## src/hdl/bmdiag_pkg.sv

```systemverilog
// Purpose: Shared constants and types for the battery monitor diagnostic block
// Assumes: AXI4-Lite, 32-bit data, one register per aligned word
// Notes:   Printed offsets are register indices; byte address is four times
package bmdiag_pkg;

	localparam logic [7:0] IDX_BAL_LOW_THR  = 8'h4c;
	localparam logic [7:0] IDX_BAL_HIGH_THR = 8'h4d;
	localparam logic [7:0] IDX_DIAGNOSTIC_RESULT_RESULT  = 8'h50;
	localparam logic [7:0] IDX_DIAGNOSTIC_RESULT_CONFIG  = 8'h51;
	localparam logic [7:0] IDX_CELL_TST_EN  = 8'h52;
	localparam logic [7:0] IDX_ALU_ODD_1    = 8'h57;
	localparam logic [7:0] IDX_ALU_ODD_2    = 8'h58;
	localparam logic [7:0] IDX_ALU_EVEN_1   = 8'h59;
	localparam logic [7:0] IDX_ALU_EVEN_2   = 8'h5a;
	localparam logic [7:0] IDX_CAL_FIRST    = 8'hc0;
	localparam logic [7:0] IDX_CAL_LAST     = 8'hca;
	localparam logic [7:0] IDX_CAL_EXTRA    = 8'hcf;
	localparam logic [7:0] IDX_CONTROL      = 8'h60;
	localparam logic [7:0] IDX_STATUS       = 8'h61;

	localparam logic [15:0] MASK_THR14      = 16'hfffc;
	localparam logic [15:0] MASK_DIAGNOSTIC_RESULT_CFG   = 16'hfbdf;
	localparam logic [15:0] MASK_CELL_EN    = 16'h1fff;
	localparam logic [15:0] MASK_ALU_WORD   = 16'h0fff;
	localparam logic [15:0] MASK_CONTROL    = 16'h0003;
	localparam logic [15:0] RST_ZERO        = 16'h0000;
	localparam logic [15:0] RST_ALU_ODD     = 16'h0000;
	localparam logic [15:0] CAL_DEFAULT     = 16'h0000;

	localparam int CFG_LEVEL_LSB  = 12;
	localparam int CFG_DIR_BIT    = 11;
	localparam int CFG_AUX_LSB    = 8;
	localparam int CFG_BUS_BIT    = 7;
	localparam int CFG_PAIR_BIT   = 6;
	localparam int CFG_MUXEN_BIT  = 4;
	localparam int CFG_ALT_BIT    = 3;
	localparam int CTL_ALU_BIT    = 0;
	localparam int CTL_OVS_BIT    = 1;

	localparam logic [1:0] RESP_OKAY   = 2'b00;
	localparam logic [1:0] RESP_SLVERR = 2'b10;

	typedef enum logic [2:0] {
		BMDG_SEL_NONE   = 3'b000,
		BMDG_SEL_ALTERNATE_REFERENCE = 3'b001,
		BMDG_SEL_SUPPLY = 3'b010,
		BMDG_SEL_OFFSET = 3'b011,
		BMDG_SEL_ZERO   = 3'b100,
		BMDG_SEL_FULL   = 3'b101,
		BMDG_SEL_DIE    = 3'b110,
		BMDG_SEL_SPARE  = 3'b111
	} bmdg_sel_t;

	typedef enum logic [3:0] {
		BMDG_CONV_ODD1  = 4'b0001,
		BMDG_CONV_ODD2  = 4'b0010,
		BMDG_CONV_EVEN1 = 4'b0100,
		BMDG_CONV_EVEN2 = 4'b1000
	} bmdg_conv_t;

	typedef struct packed {
		logic [3:0]  level;
		logic        source;
		logic [1:0]  aux_en;
		logic [12:0] cell_en;
		logic        mux_en;
		logic        mux_even;
		logic        mux_odd;
		logic        alt_input;
		bmdg_sel_t   selector;
	} bmdg_analog_t;

	typedef struct packed {
		logic        valid;
		logic [13:0] value;
		logic        bal_test;
	} bmdg_result_t;

endpackage

```

## src/hdl/bmdiag_top.sv

```systemverilog
// Purpose: Diagnostic configuration, thresholds, results and ALU test words
// Assumes: Single clock aclk, synchronous active-low reset, AXI4-Lite slave
// Notes:   Analog controls leave as registered levels; converter feeds a result stream
//
// How it works
// - Balancing-test result below low threshold raises alert
// - Balancing-test result above high threshold raises alert
// - Result register: 14-bit result high, low two zero
// - Four-bit field sets test current magnitude
// - Bus select routes mux current even/odd
// - Pair mode drives both mux test outputs
// - Mux diagnostic enable turns mux current on
// - Alternate select uses alternate mux inputs
// - Thirteen per-cell test current enables
// - Odd sample first conversion uses word one
// - Odd sample second conversion uses word two
// - Even sample first conversion uses word three
// - Even sample second conversion uses word four
// - Calibration words read trim, ignore writes
// - Reserved bits always read zero
`timescale 1ns/10ps
module bmdiag_top
	import bmdiag_pkg::*;
#(
	parameter logic [15:0] CAL_TRIM = CAL_DEFAULT
) (
	input  wire logic         aclk,
	input  wire logic         aresetn,
	input  wire logic [31:0]  s_axi_awaddr,
	input  wire logic         s_axi_awvalid,
	output logic              s_axi_awready,
	input  wire logic [31:0]  s_axi_wdata,
	input  wire logic [3:0]   s_axi_wstrb,
	input  wire logic         s_axi_wvalid,
	output logic              s_axi_wready,
	output logic [1:0]        s_axi_bresp,
	output logic              s_axi_bvalid,
	input  wire logic         s_axi_bready,
	input  wire logic [31:0]  s_axi_araddr,
	input  wire logic         s_axi_arvalid,
	output logic              s_axi_arready,
	output logic [31:0]       s_axi_rdata,
	output logic [1:0]        s_axi_rresp,
	output logic              s_axi_rvalid,
	input  wire logic         s_axi_rready,
	input  wire bmdg_result_t conv_result,
	input  wire logic         conv_start,
	input  wire logic         conv_sample_end,
	input  wire logic [11:0]  adc_data,
	output bmdg_analog_t      analog_ctl,
	output logic [11:0]       alu_data,
	output logic              bal_alert
);

	logic [15:0]  low_thr_q, low_thr_d;
	logic [15:0]  high_thr_q, high_thr_d;
	logic [15:0]  diagnostic_result_q, diagnostic_result_d;
	logic [15:0]  cfg_q, cfg_d;
	logic [15:0]  cell_en_q, cell_en_d;
	logic [15:0]  alu_word_q [4];
	logic [15:0]  alu_word_d [4];
	logic [15:0]  ctl_q, ctl_d;
	logic         alert_q, alert_d;
	bmdg_conv_t   conv_q, conv_d;
	logic [11:0]  alu_q, alu_d;
	bmdg_analog_t ana_q, ana_d;

	logic         aw_held_q, aw_held_d;
	logic         w_held_q, w_held_d;
	logic [7:0]   aw_idx_q, aw_idx_d;
	logic [15:0]  wdat_q, wdat_d;
	logic [3:0]   wstb_q, wstb_d;
	logic         bvalid_q, bvalid_d;
	logic [1:0]   bresp_q, bresp_d;
	logic         rvalid_q, rvalid_d;
	logic [31:0]  rdata_q, rdata_d;
	logic [1:0]   rresp_q, rresp_d;

	// Byte-enable merge of a 16-bit register under a keep mask
	function automatic logic [15:0] merge(input logic [15:0] old, input logic [15:0] nv,
		input logic [3:0] stb, input logic [15:0] keep);
		logic [15:0] r;
		r = old;
		if (stb[0]) begin
			r[7:0] = nv[7:0];
		end
		if (stb[1]) begin
			r[15:8] = nv[15:8];
		end
		return r & keep;
	endfunction

	function automatic logic [7:0] word_index(input logic [31:0] addr);
		return addr[9:2];
	endfunction

	function automatic logic is_cal(input logic [7:0] idx);
		return ((idx >= IDX_CAL_FIRST) && (idx <= IDX_CAL_LAST)) || (idx == IDX_CAL_EXTRA);
	endfunction

	function automatic logic is_mapped(input logic [7:0] idx);
		logic r;
		r = is_cal(idx);
		case (idx)
			IDX_BAL_LOW_THR, IDX_BAL_HIGH_THR, IDX_DIAGNOSTIC_RESULT_RESULT, IDX_DIAGNOSTIC_RESULT_CONFIG,
			IDX_CELL_TST_EN, IDX_ALU_ODD_1, IDX_ALU_ODD_2, IDX_ALU_EVEN_1,
			IDX_ALU_EVEN_2, IDX_CONTROL, IDX_STATUS: r = 1'b1;
			default: r = r;
		endcase
		return r;
	endfunction

	// Strict compare on the upper fourteen bits; the two low bits never matter
	function automatic logic bal_fail(input logic [13:0] v, input logic [15:0] lo, input logic [15:0] hi);
		logic below;
		logic above;
		below = v < lo[15:2];
		above = v > hi[15:2];
		return below || above;
	endfunction

	logic       wr_fire;
	logic [7:0] rd_idx;
	logic [15:0] rd_val;
	logic       bal_hit;

	// Write channel: address and data accepted independently, response after both
	always_comb begin
		aw_held_d = aw_held_q;
		w_held_d  = w_held_q;
		aw_idx_d  = aw_idx_q;
		wdat_d    = wdat_q;
		wstb_d    = wstb_q;
		bvalid_d  = bvalid_q;
		bresp_d   = bresp_q;
		wr_fire   = 1'b0;
		if (s_axi_awvalid && s_axi_awready) begin
			aw_held_d = 1'b1;
			aw_idx_d  = word_index(s_axi_awaddr);
		end
		if (s_axi_wvalid && s_axi_wready) begin
			w_held_d = 1'b1;
			wdat_d   = s_axi_wdata[15:0];
			wstb_d   = s_axi_wstrb;
		end
		// Commit waits for the last response to be taken: one write in flight
		if (aw_held_q && w_held_q && !bvalid_q) begin
			wr_fire   = 1'b1;
			aw_held_d = 1'b0;
			w_held_d  = 1'b0;
			bvalid_d  = 1'b1;
			bresp_d   = is_mapped(aw_idx_q) ? RESP_OKAY : RESP_SLVERR;
		end
		if (bvalid_q && s_axi_bready) begin
			bvalid_d = 1'b0;
		end
	end

	// Register file writes
	always_comb begin
		low_thr_d  = low_thr_q;
		high_thr_d = high_thr_q;
		cfg_d      = cfg_q;
		cell_en_d  = cell_en_q;
		ctl_d      = ctl_q;
		for (int i = 0; i < 4; i++) begin
			alu_word_d[i] = alu_word_q[i];
		end
		if (wr_fire) begin
			case (aw_idx_q)
				IDX_BAL_LOW_THR:  low_thr_d  = merge(low_thr_q, wdat_q, wstb_q, MASK_THR14);
				IDX_BAL_HIGH_THR: high_thr_d = merge(high_thr_q, wdat_q, wstb_q, MASK_THR14);
				IDX_DIAGNOSTIC_RESULT_CONFIG:  cfg_d      = merge(cfg_q, wdat_q, wstb_q, MASK_DIAGNOSTIC_RESULT_CFG);
				IDX_CELL_TST_EN:  cell_en_d  = merge(cell_en_q, wdat_q, wstb_q, MASK_CELL_EN);
				IDX_ALU_ODD_1:    alu_word_d[0] = merge(alu_word_q[0], wdat_q, wstb_q, MASK_ALU_WORD);
				IDX_ALU_ODD_2:    alu_word_d[1] = merge(alu_word_q[1], wdat_q, wstb_q, MASK_ALU_WORD);
				IDX_ALU_EVEN_1:   alu_word_d[2] = merge(alu_word_q[2], wdat_q, wstb_q, MASK_ALU_WORD);
				IDX_ALU_EVEN_2:   alu_word_d[3] = merge(alu_word_q[3], wdat_q, wstb_q, MASK_ALU_WORD);
				IDX_CONTROL:      ctl_d      = merge(ctl_q, wdat_q, wstb_q, MASK_CONTROL);
				default: ; // Result and calibration ignore writes; a status write clears the alert
			endcase
		end
	end

	// Read channel; one-cycle answer after address is taken
	always_comb begin
		rd_idx = word_index(s_axi_araddr);
		rd_val = RST_ZERO;
		case (rd_idx)
			IDX_BAL_LOW_THR:  rd_val = low_thr_q;
			IDX_BAL_HIGH_THR: rd_val = high_thr_q;
			IDX_DIAGNOSTIC_RESULT_RESULT:  rd_val = diagnostic_result_q;
			IDX_DIAGNOSTIC_RESULT_CONFIG:  rd_val = cfg_q;
			IDX_CELL_TST_EN:  rd_val = cell_en_q;
			IDX_ALU_ODD_1:    rd_val = alu_word_q[0];
			IDX_ALU_ODD_2:    rd_val = alu_word_q[1];
			IDX_ALU_EVEN_1:   rd_val = alu_word_q[2];
			IDX_ALU_EVEN_2:   rd_val = alu_word_q[3];
			IDX_CONTROL:      rd_val = ctl_q;
			IDX_STATUS:       rd_val = {15'h0000, alert_q};
			default:          rd_val = is_cal(rd_idx) ? CAL_TRIM : RST_ZERO;
		endcase
		rvalid_d = rvalid_q;
		rdata_d  = rdata_q;
		rresp_d  = rresp_q;
		// Unmapped index answers zero with an error code
		if (s_axi_arvalid && s_axi_arready) begin
			rvalid_d = 1'b1;
			rdata_d  = {16'h0000, rd_val};
			rresp_d  = is_mapped(rd_idx) ? RESP_OKAY : RESP_SLVERR;
		end else if (rvalid_q && s_axi_rready) begin
			rvalid_d = 1'b0;
		end
	end

	// Diagnostic result capture and balancing-switch comparison
	always_comb begin
		diagnostic_result_d  = diagnostic_result_q;
		alert_d = alert_q;
		bal_hit = conv_result.valid && conv_result.bal_test
			&& bal_fail(conv_result.value, low_thr_q, high_thr_q);
		if (conv_result.valid) begin
			diagnostic_result_d = {conv_result.value, 2'b00};
		end
		// Sticky until the status word is written
		if (wr_fire && (aw_idx_q == IDX_STATUS)) begin
			alert_d = 1'b0;
		end
		// Set after clear, so a failing result in the clear cycle is not lost
		if (bal_hit) begin
			alert_d = 1'b1;
		end
	end

	// ALU test injection sequence over conversions of a sample pair
	always_comb begin
		conv_d = conv_q;
		alu_d  = alu_q;
		if (conv_start) begin
			alu_d = adc_data;
			if (ctl_q[CTL_ALU_BIT]) begin
				case (conv_q)
					BMDG_CONV_ODD1:  alu_d = alu_word_q[0][11:0];
					BMDG_CONV_ODD2:  alu_d = alu_word_q[1][11:0];
					BMDG_CONV_EVEN1: alu_d = alu_word_q[2][11:0];
					BMDG_CONV_EVEN2: alu_d = alu_word_q[3][11:0];
					default:         alu_d = adc_data;
				endcase
			end
			// Second conversion keeps its slot until the sample ends
			case (conv_q)
				BMDG_CONV_ODD1:  conv_d = BMDG_CONV_ODD2;
				BMDG_CONV_EVEN1: conv_d = BMDG_CONV_EVEN2;
				default:         conv_d = conv_q;
			endcase
		end
		if (conv_sample_end) begin
			// Even samples only exist with oversampling on
			case (conv_q)
				BMDG_CONV_ODD1, BMDG_CONV_ODD2:
					conv_d = ctl_q[CTL_OVS_BIT] ? BMDG_CONV_EVEN1 : BMDG_CONV_ODD1;
				BMDG_CONV_EVEN1, BMDG_CONV_EVEN2: conv_d = BMDG_CONV_ODD1;
				default: conv_d = BMDG_CONV_ODD1;
			endcase
		end
	end

	// Analog control decode from configuration fields
	// Registered one cycle late so the switches see clean levels
	always_comb begin
		ana_d.level     = cfg_q[CFG_LEVEL_LSB +: 4];
		ana_d.source    = cfg_q[CFG_DIR_BIT];
		ana_d.aux_en    = cfg_q[CFG_AUX_LSB +: 2];
		ana_d.cell_en   = cell_en_q[12:0];
		ana_d.mux_en    = cfg_q[CFG_MUXEN_BIT];
		ana_d.mux_even  = cfg_q[CFG_MUXEN_BIT] && (cfg_q[CFG_PAIR_BIT] || !cfg_q[CFG_BUS_BIT]);
		ana_d.mux_odd   = cfg_q[CFG_MUXEN_BIT] && (cfg_q[CFG_PAIR_BIT] || cfg_q[CFG_BUS_BIT]);
		ana_d.alt_input = cfg_q[CFG_ALT_BIT];
		ana_d.selector  = bmdg_sel_t'(cfg_q[2:0]);
	end

	always_ff @(posedge aclk) begin
		if (!aresetn) begin
			low_thr_q  <= RST_ZERO;
			high_thr_q <= RST_ZERO;
			diagnostic_result_q     <= RST_ZERO;
			cfg_q      <= RST_ZERO;
			cell_en_q  <= RST_ZERO;
			ctl_q      <= RST_ZERO;
			for (int i = 0; i < 4; i++) begin
				alu_word_q[i] <= RST_ALU_ODD;
			end
			alert_q    <= 1'b0;
			conv_q     <= BMDG_CONV_ODD1;
			alu_q      <= 12'h000;
			ana_q      <= '0;
			aw_held_q  <= 1'b0;
			w_held_q   <= 1'b0;
			aw_idx_q   <= 8'h00;
			wdat_q     <= RST_ZERO;
			wstb_q     <= 4'h0;
			bvalid_q   <= 1'b0;
			bresp_q    <= RESP_OKAY;
			rvalid_q   <= 1'b0;
			rdata_q    <= 32'h00000000;
			rresp_q    <= RESP_OKAY;
		end else begin
			low_thr_q  <= low_thr_d;
			high_thr_q <= high_thr_d;
			diagnostic_result_q     <= diagnostic_result_d;
			cfg_q      <= cfg_d;
			cell_en_q  <= cell_en_d;
			ctl_q      <= ctl_d;
			for (int i = 0; i < 4; i++) begin
				alu_word_q[i] <= alu_word_d[i];
			end
			alert_q    <= alert_d;
			conv_q     <= conv_d;
			alu_q      <= alu_d;
			ana_q      <= ana_d;
			aw_held_q  <= aw_held_d;
			w_held_q   <= w_held_d;
			aw_idx_q   <= aw_idx_d;
			wdat_q     <= wdat_d;
			wstb_q     <= wstb_d;
			bvalid_q   <= bvalid_d;
			bresp_q    <= bresp_d;
			rvalid_q   <= rvalid_d;
			rdata_q    <= rdata_d;
			rresp_q    <= rresp_d;
		end
	end

	// Ready terms are flop outputs: free while the channel holds nothing,
	// dropped right after a take so no second item slips in
	logic awready_q, awready_d;
	logic wready_q, wready_d;
	logic arready_q, arready_d;

	always_comb begin
		awready_d = !aw_held_d && !(s_axi_awvalid && awready_q);
		wready_d  = !w_held_d && !(s_axi_wvalid && wready_q);
		arready_d = !rvalid_d && !(s_axi_arvalid && arready_q);
	end

	always_ff @(posedge aclk) begin
		if (!aresetn) begin
			awready_q <= 1'b0;
			wready_q  <= 1'b0;
			arready_q <= 1'b0;
		end else begin
			awready_q <= awready_d;
			wready_q  <= wready_d;
			arready_q <= arready_d;
		end
	end

	assign s_axi_awready = awready_q;
	assign s_axi_wready  = wready_q;
	assign s_axi_arready = arready_q;
	assign s_axi_bvalid  = bvalid_q;
	assign s_axi_bresp   = bresp_q;
	assign s_axi_rvalid  = rvalid_q;
	assign s_axi_rdata   = rdata_q;
	assign s_axi_rresp   = rresp_q;
	assign analog_ctl    = ana_q;
	assign alu_data      = alu_q;
	assign bal_alert     = alert_q;

endmodule // bmdiag_top

```

## config.mk

```make
export PLATFORM = sky130hd
export DESIGN_NAME = bmdiag_top
export DESIGN_NICKNAME = d
export VERILOG_FILES = /design/src/hdl/bmdiag_pkg.sv /design/src/hdl/bmdiag_top.sv
export SDC_FILE = /design/constraint.sdc
export NUM_CORES = 1
export LEC_CHECK = 0
export BUFFER_PORTS_ARGS = -buffer_cell sky130_fd_sc_hd__buf_2
export CORE_MARGIN = 2
export CORE_UTILIZATION = 39
export DETAILED_ROUTE_END_ITERATION = 8
export GPL_TIMING_DRIVEN = 1
export MAX_ROUTING_LAYER = met4
export SETUP_SLACK_MARGIN = 0.05
export SLEW_MARGIN = 20
export SYNTH_ARGS = -nofsm -noshare
export SYNTH_HDL_FRONTEND = slang
export SYNTH_SLANG_ARGS = --single-unit
```

## constraint.sdc

```tcl
create_clock -name aclk -period 2.6 [get_ports aclk]
set_clock_uncertainty 0.15 [all_clocks]
set_input_delay 0.39 -clock aclk [delete_from_list [all_inputs] [get_ports aclk]]
set_output_delay 0.39 -clock aclk [all_outputs]
set_load 0.01 [all_outputs]
```

# Word level (Yosys, flattened, before mapping)

Memories as Yosys holds them, arrays and structs flattened.
Index checks and enable logic that the tools add are counted.

Memory bits (writable): 64
ROM bits: 0
Memories kept: 1
Latch bits: 0
Register bits: 168
Output and inout port bits: 81
Bits of input ports: 137

Memories:

| name       | depth | bits a word | rd ports | clocked after memory_dff | write ports | line             | source |
|---|---|---|---|---|---|---|---|
| alu_word_q | 4     | 16          | 4        | 0                        | 4           | bmdiag_top.sv:60 | `logic [15:0] alu_word_q [4];` |

Muxes and demuxes: 42
Bitwise gates (word level): 5
Div/mod/pow operators: 0
Reduce and logical (&&, ||, !) cells: 47
Equality and inequality tests: 28
Shifts and indexed selects: 0
Order comparisons: 6
$add $sub $neg: 0
Multipliers: 0

Operators by type and width:

| operator           | count |
|---|---|
| $eq 8x7->1 const B | 22 |
| $pmux 16 s11       | 1 |
| $mux 16            | 8 |
| $mux 64            | 1 |
| $pmux 12 s4        | 1 |
| $mux 8             | 4 |
| $reduce_and 3->1   | 9 |
| $mux 4             | 6 |
| $reduce_or 11->1   | 2 |
| $logic_and 1x1->1  | 17 |
| $eq 8x8->1 const B | 2 |
| $ge 8x8->1 const B | 2 |
| $le 8x8->1 const B | 2 |
| $mux 1             | 15 |
| $gt 14x14->1       | 1 |
| $lt 14x14->1       | 1 |
| $mux 12            | 1 |
| $logic_not 1->1    | 8 |
| $pmux 4 s2         | 1 |
| $mux 3             | 2 |
| $logic_or 1x1->1   | 5 |
| $eq 4x1->1 const B | 1 |
| $eq 4x2->1 const B | 1 |
| $eq 4x3->1 const B | 1 |
| 8 further kinds    | 14 |

# Depth between registers and ports, before layout

Depth in word-level cells: 6
Mapped depth: 9
Gate-level depth less buffers: 8

# Least setup slack after synthesis

No wires, ideal clock.

Path type: register to register
Start: reg aw_idx_q[4]
End: mem alu_word_q[0][0]
Library setup time: 128 ps
Slack: 711 ps
Cell stages (with the launch flop): 8
Data arrival time: 1612 ps
Clock period less this slack: 1889 ps
Cell sequence: dfxtp_1 > nand3b_4 > or2_1 > or3_1 > buf_6 > nor2_8 > mux2i_1 > nor2_1

RTL lines:

| element                | line              | source |
|---|---|---|
| start, declared        | bmdiag_top.sv:70  | `logic [7:0] aw_idx_q, aw_idx_d;` |
| start signal, assigned | bmdiag_top.sv:323 | `aw_idx_q <= aw_idx_d;` |
| end, declared          | bmdiag_top.sv:60  |  |

==> flow_metrics.tcl <==
set metrics [dict create \
    synth_top_flop_cell "dfxtp_1" \
    htree_levels 1 \
    critPathSlowestCell "nand2_1" \
    grt_pass1_wl_mm 46.06 \
    die_x_um 164.2 \
    via_count 8589 \
    cp_top_family "simple AND/OR/NAND/NOR gates" \
    critPathMaxStageDelay_ns 0.38 \
    ys_types 73 \
    clk_latency_ns 0.53 \
    criticalPathCategory "flop to flop" \
    nets 1434 \
    drv_cap 0 \
    synth-seq-cells 214 \
    cp_num_buf_inv 1 \
    powerDensity_nw_per_um2 627.1 \
    clkSinkCount 214 \
    cp-end-kind "flop" \
    start_kind "flop" \
    diodes 0 \
    hpwl_mm 21.72 \
    num_io_pins 218 \
    leakage_nw 5.028 \
    vdd.ir_drop.worst_mv 0.4789 \
    cts.reportedPaths.clkPinSlew_ns 0.06 \
    final_common_cell "dfxtp_1" \
    drt_iter0_markers 728 \
    numCtsBuffers 25 \
    wirelength_mm 30.12 \
    setup_viol 0 \
    required_ns 2.84 \
    grt_max_degree 103 \
    core_um2 25180 \
    synth_top_area_share 0.4281 \
    rsz0062_at_grt "false" \
    hold_viol 1 \
    syn-instance-count 1111 \
    fin_crit_ns 2.241 \
    drt-pass1-iter-count 6 \
    die_y_um 164.2 \
    syn_area_um2 10010 \
    cts_repair_resize_count 0 \
    fmax_mhz 446.2 \
    tightest_slew_ns 0.8872 \
    yosys_warnings 0 \
    synth-async-reset-ratio 0 \
    yosysSeqAreaShare 0.4281 \
    crit_arrival_ns 2.48 \
    clock_path_buffers 3 \
    die_area_um2 26960 \
    drive_gt1_frac 0.1894 \
    crit_chain "and3b_1 -> buf_4 -> nand2_2 -> nor3_1 -> nand2_1 -> mux2i_1 -> nor2_1" \
    grt_overflow 0 \
    tritoncts "built" \
    violations "negative hold slack" \
    relSlewSlack 0.4059 \
    ys_top_cells_by_area "dfxtp_1 (43%), mux2i_1 (12%), nor2_1 (4.7%)" \
    fin_util 0.4862 \
    cts-root-buf "clkbuf_16" \
    start_util 0.3974 \
    wire_per_inst_um 18.62 \
    remaining_drc_errors 0 \
    ant_nets 0 \
    grt_pass1_vias 8032 \
    io_buffers 133 \
    final_max_slew_viol_count 0 \
    gp_congestion 0.8881 \
    yosysTopAreaCell "dfxtp_1" \
    status "finished with violations" \
    hold_path.class "input port to flop" \
    finalCritPeriodShare 0.8619 \
    rows 58 \
    synth_edf_count 0 \
    crit_fanout 8 \
    syn_avg_cell_area_um2 9.008 \
    grt_use_total 0.2275 \
    synthToLayoutAreaGrowth_pct 22.34 \
    viasPerCell 5.308 \
    fin_tns_setup_ns 0 \
    mostFrequentLayoutCells "dfxtp_1 (214), buf_2 (133), nor2_1 (126)" \
    antenna_found_initial 0 \
    holdWs_ns -0.001198 \
]
==> worst min-delay path, stage by stage <==
cell	delay, ns
buf_2	0.11
mux2i_1	0.07
nor2_1	0.07
==> per-stage QoR <==
stage               power [mW]  hold WS, ns  area [µm²]  instances  worst slack, ns
detailed placement       3.966       0.2888       10990       1536           0.1927
floorplan                3.777       0.2936       10070       1128           0.7109
global placement         3.960       0.2822       10990       1536           0.2008
CTS                      7.720    0.0006271       12240       1618           0.3410
finish                   7.678    -0.001198       12240       1618           0.3590
global route             7.937      0.01068       12240       1618           0.1957
==> state kept, by name, indices dropped and copies added, names as in the netlist, 4 cells and up <==
register,flops
analog_ctl,27
low_thr_q,14
alu_data,12
alu_word_q,48
diagnostic_result_q,14
wdat_q,16
cfg_q,14
aw_idx_q,8
s_axi_rdata,16
conv_q,4
high_thr_q,14
cell_en_q,13
==> per-layer routing <==
layer / part of all wire / track usage / wire [µm]
met1: 0.46 / 0.3053 / 13930
met2: 0.45 / 0.3556 / 13550
met3: 0.062 / 0.03485 / 1859
met4: 0.026 / 0.06539 / 781
met5: 0 / - / 0
==> worst paths after layout <==
check            startpoint                endpoint  slack [ns]  depth (start not counted)
min reg2reg  s_axi_rdata[3]          s_axi_rdata[3]        0.30                          2
max               aw_held_q        alu_word_q[1][1]        0.36                          7
min          conv_result[1]  diagnostic_result_q[2]      -0.001                          3
max reg2reg       aw_held_q        alu_word_q[1][1]        0.36                          7
==> final cells by class <==
cell class / count / area, µm²
fill: 2437 / 12940
multi-input combinational: 784 / 5181
sequential: 214 / 4284
timing repair buffer: 211 / 1356
clock buffer: 32 / 701.9
tap: 330 / 412.9
clock inverter: 13 / 177.7
inverter: 34 / 130.1
==> cell usage after synthesis, drive strengths merged (2+ instances only) <==
cell     count
dfxtp      214
nor2       130
nand2      124
mux2i      118
a21oi       70
buf         50
clkbuf      46
o21ai       36
inv         34
a22o        30
and2        29
ha          27
nand4       18
a221oi      15
nand3       15
nand3b      15
a211oi      13
o311ai      13
a22oi       12
nand2b      12
nor3        10
nor3b        8
o22ai        8
nor2b        7
a222oi       5
nor4         5
nor4b        5
a2bb2oi      4
and3         3
or3          3
a21o         2
nand4b       2
o211ai       2
o2bb2ai      2
or2          2
or4          2
xnor2        2
==> timing repair <==
item                                    in CTS  in global routing
endpoints found under the hold margin       37                  0
endpoints found under the setup margin       0                  0
hold buffers                                37                  0
buffers inserted                             0                  0
==> kinds of logic after synthesis <==
logic type / share of synthesized area
xor gates and xnor gates: 0.002626
buffers and inverters: 0.06063
AOI/OAI and AO/OA: 0.1500
DFF: 0.4281
adders and majority gates: 0.03375
muxes: 0.1180
and+or+nand+nor: 0.2065
other: 0.0003747
==> power by group <==
group / internal [mW] / switching (mW) / total, mW / leakage [nW]
sequential: 3.34 / 0.0888 / 3.43 / 1.73
clock: 2.30 / 1.43 / 3.74 / 0.432
combinational: 0.216 / 0.301 / 0.517 / 2.86
No activity file was read; power rests on OpenSTA's default activity.
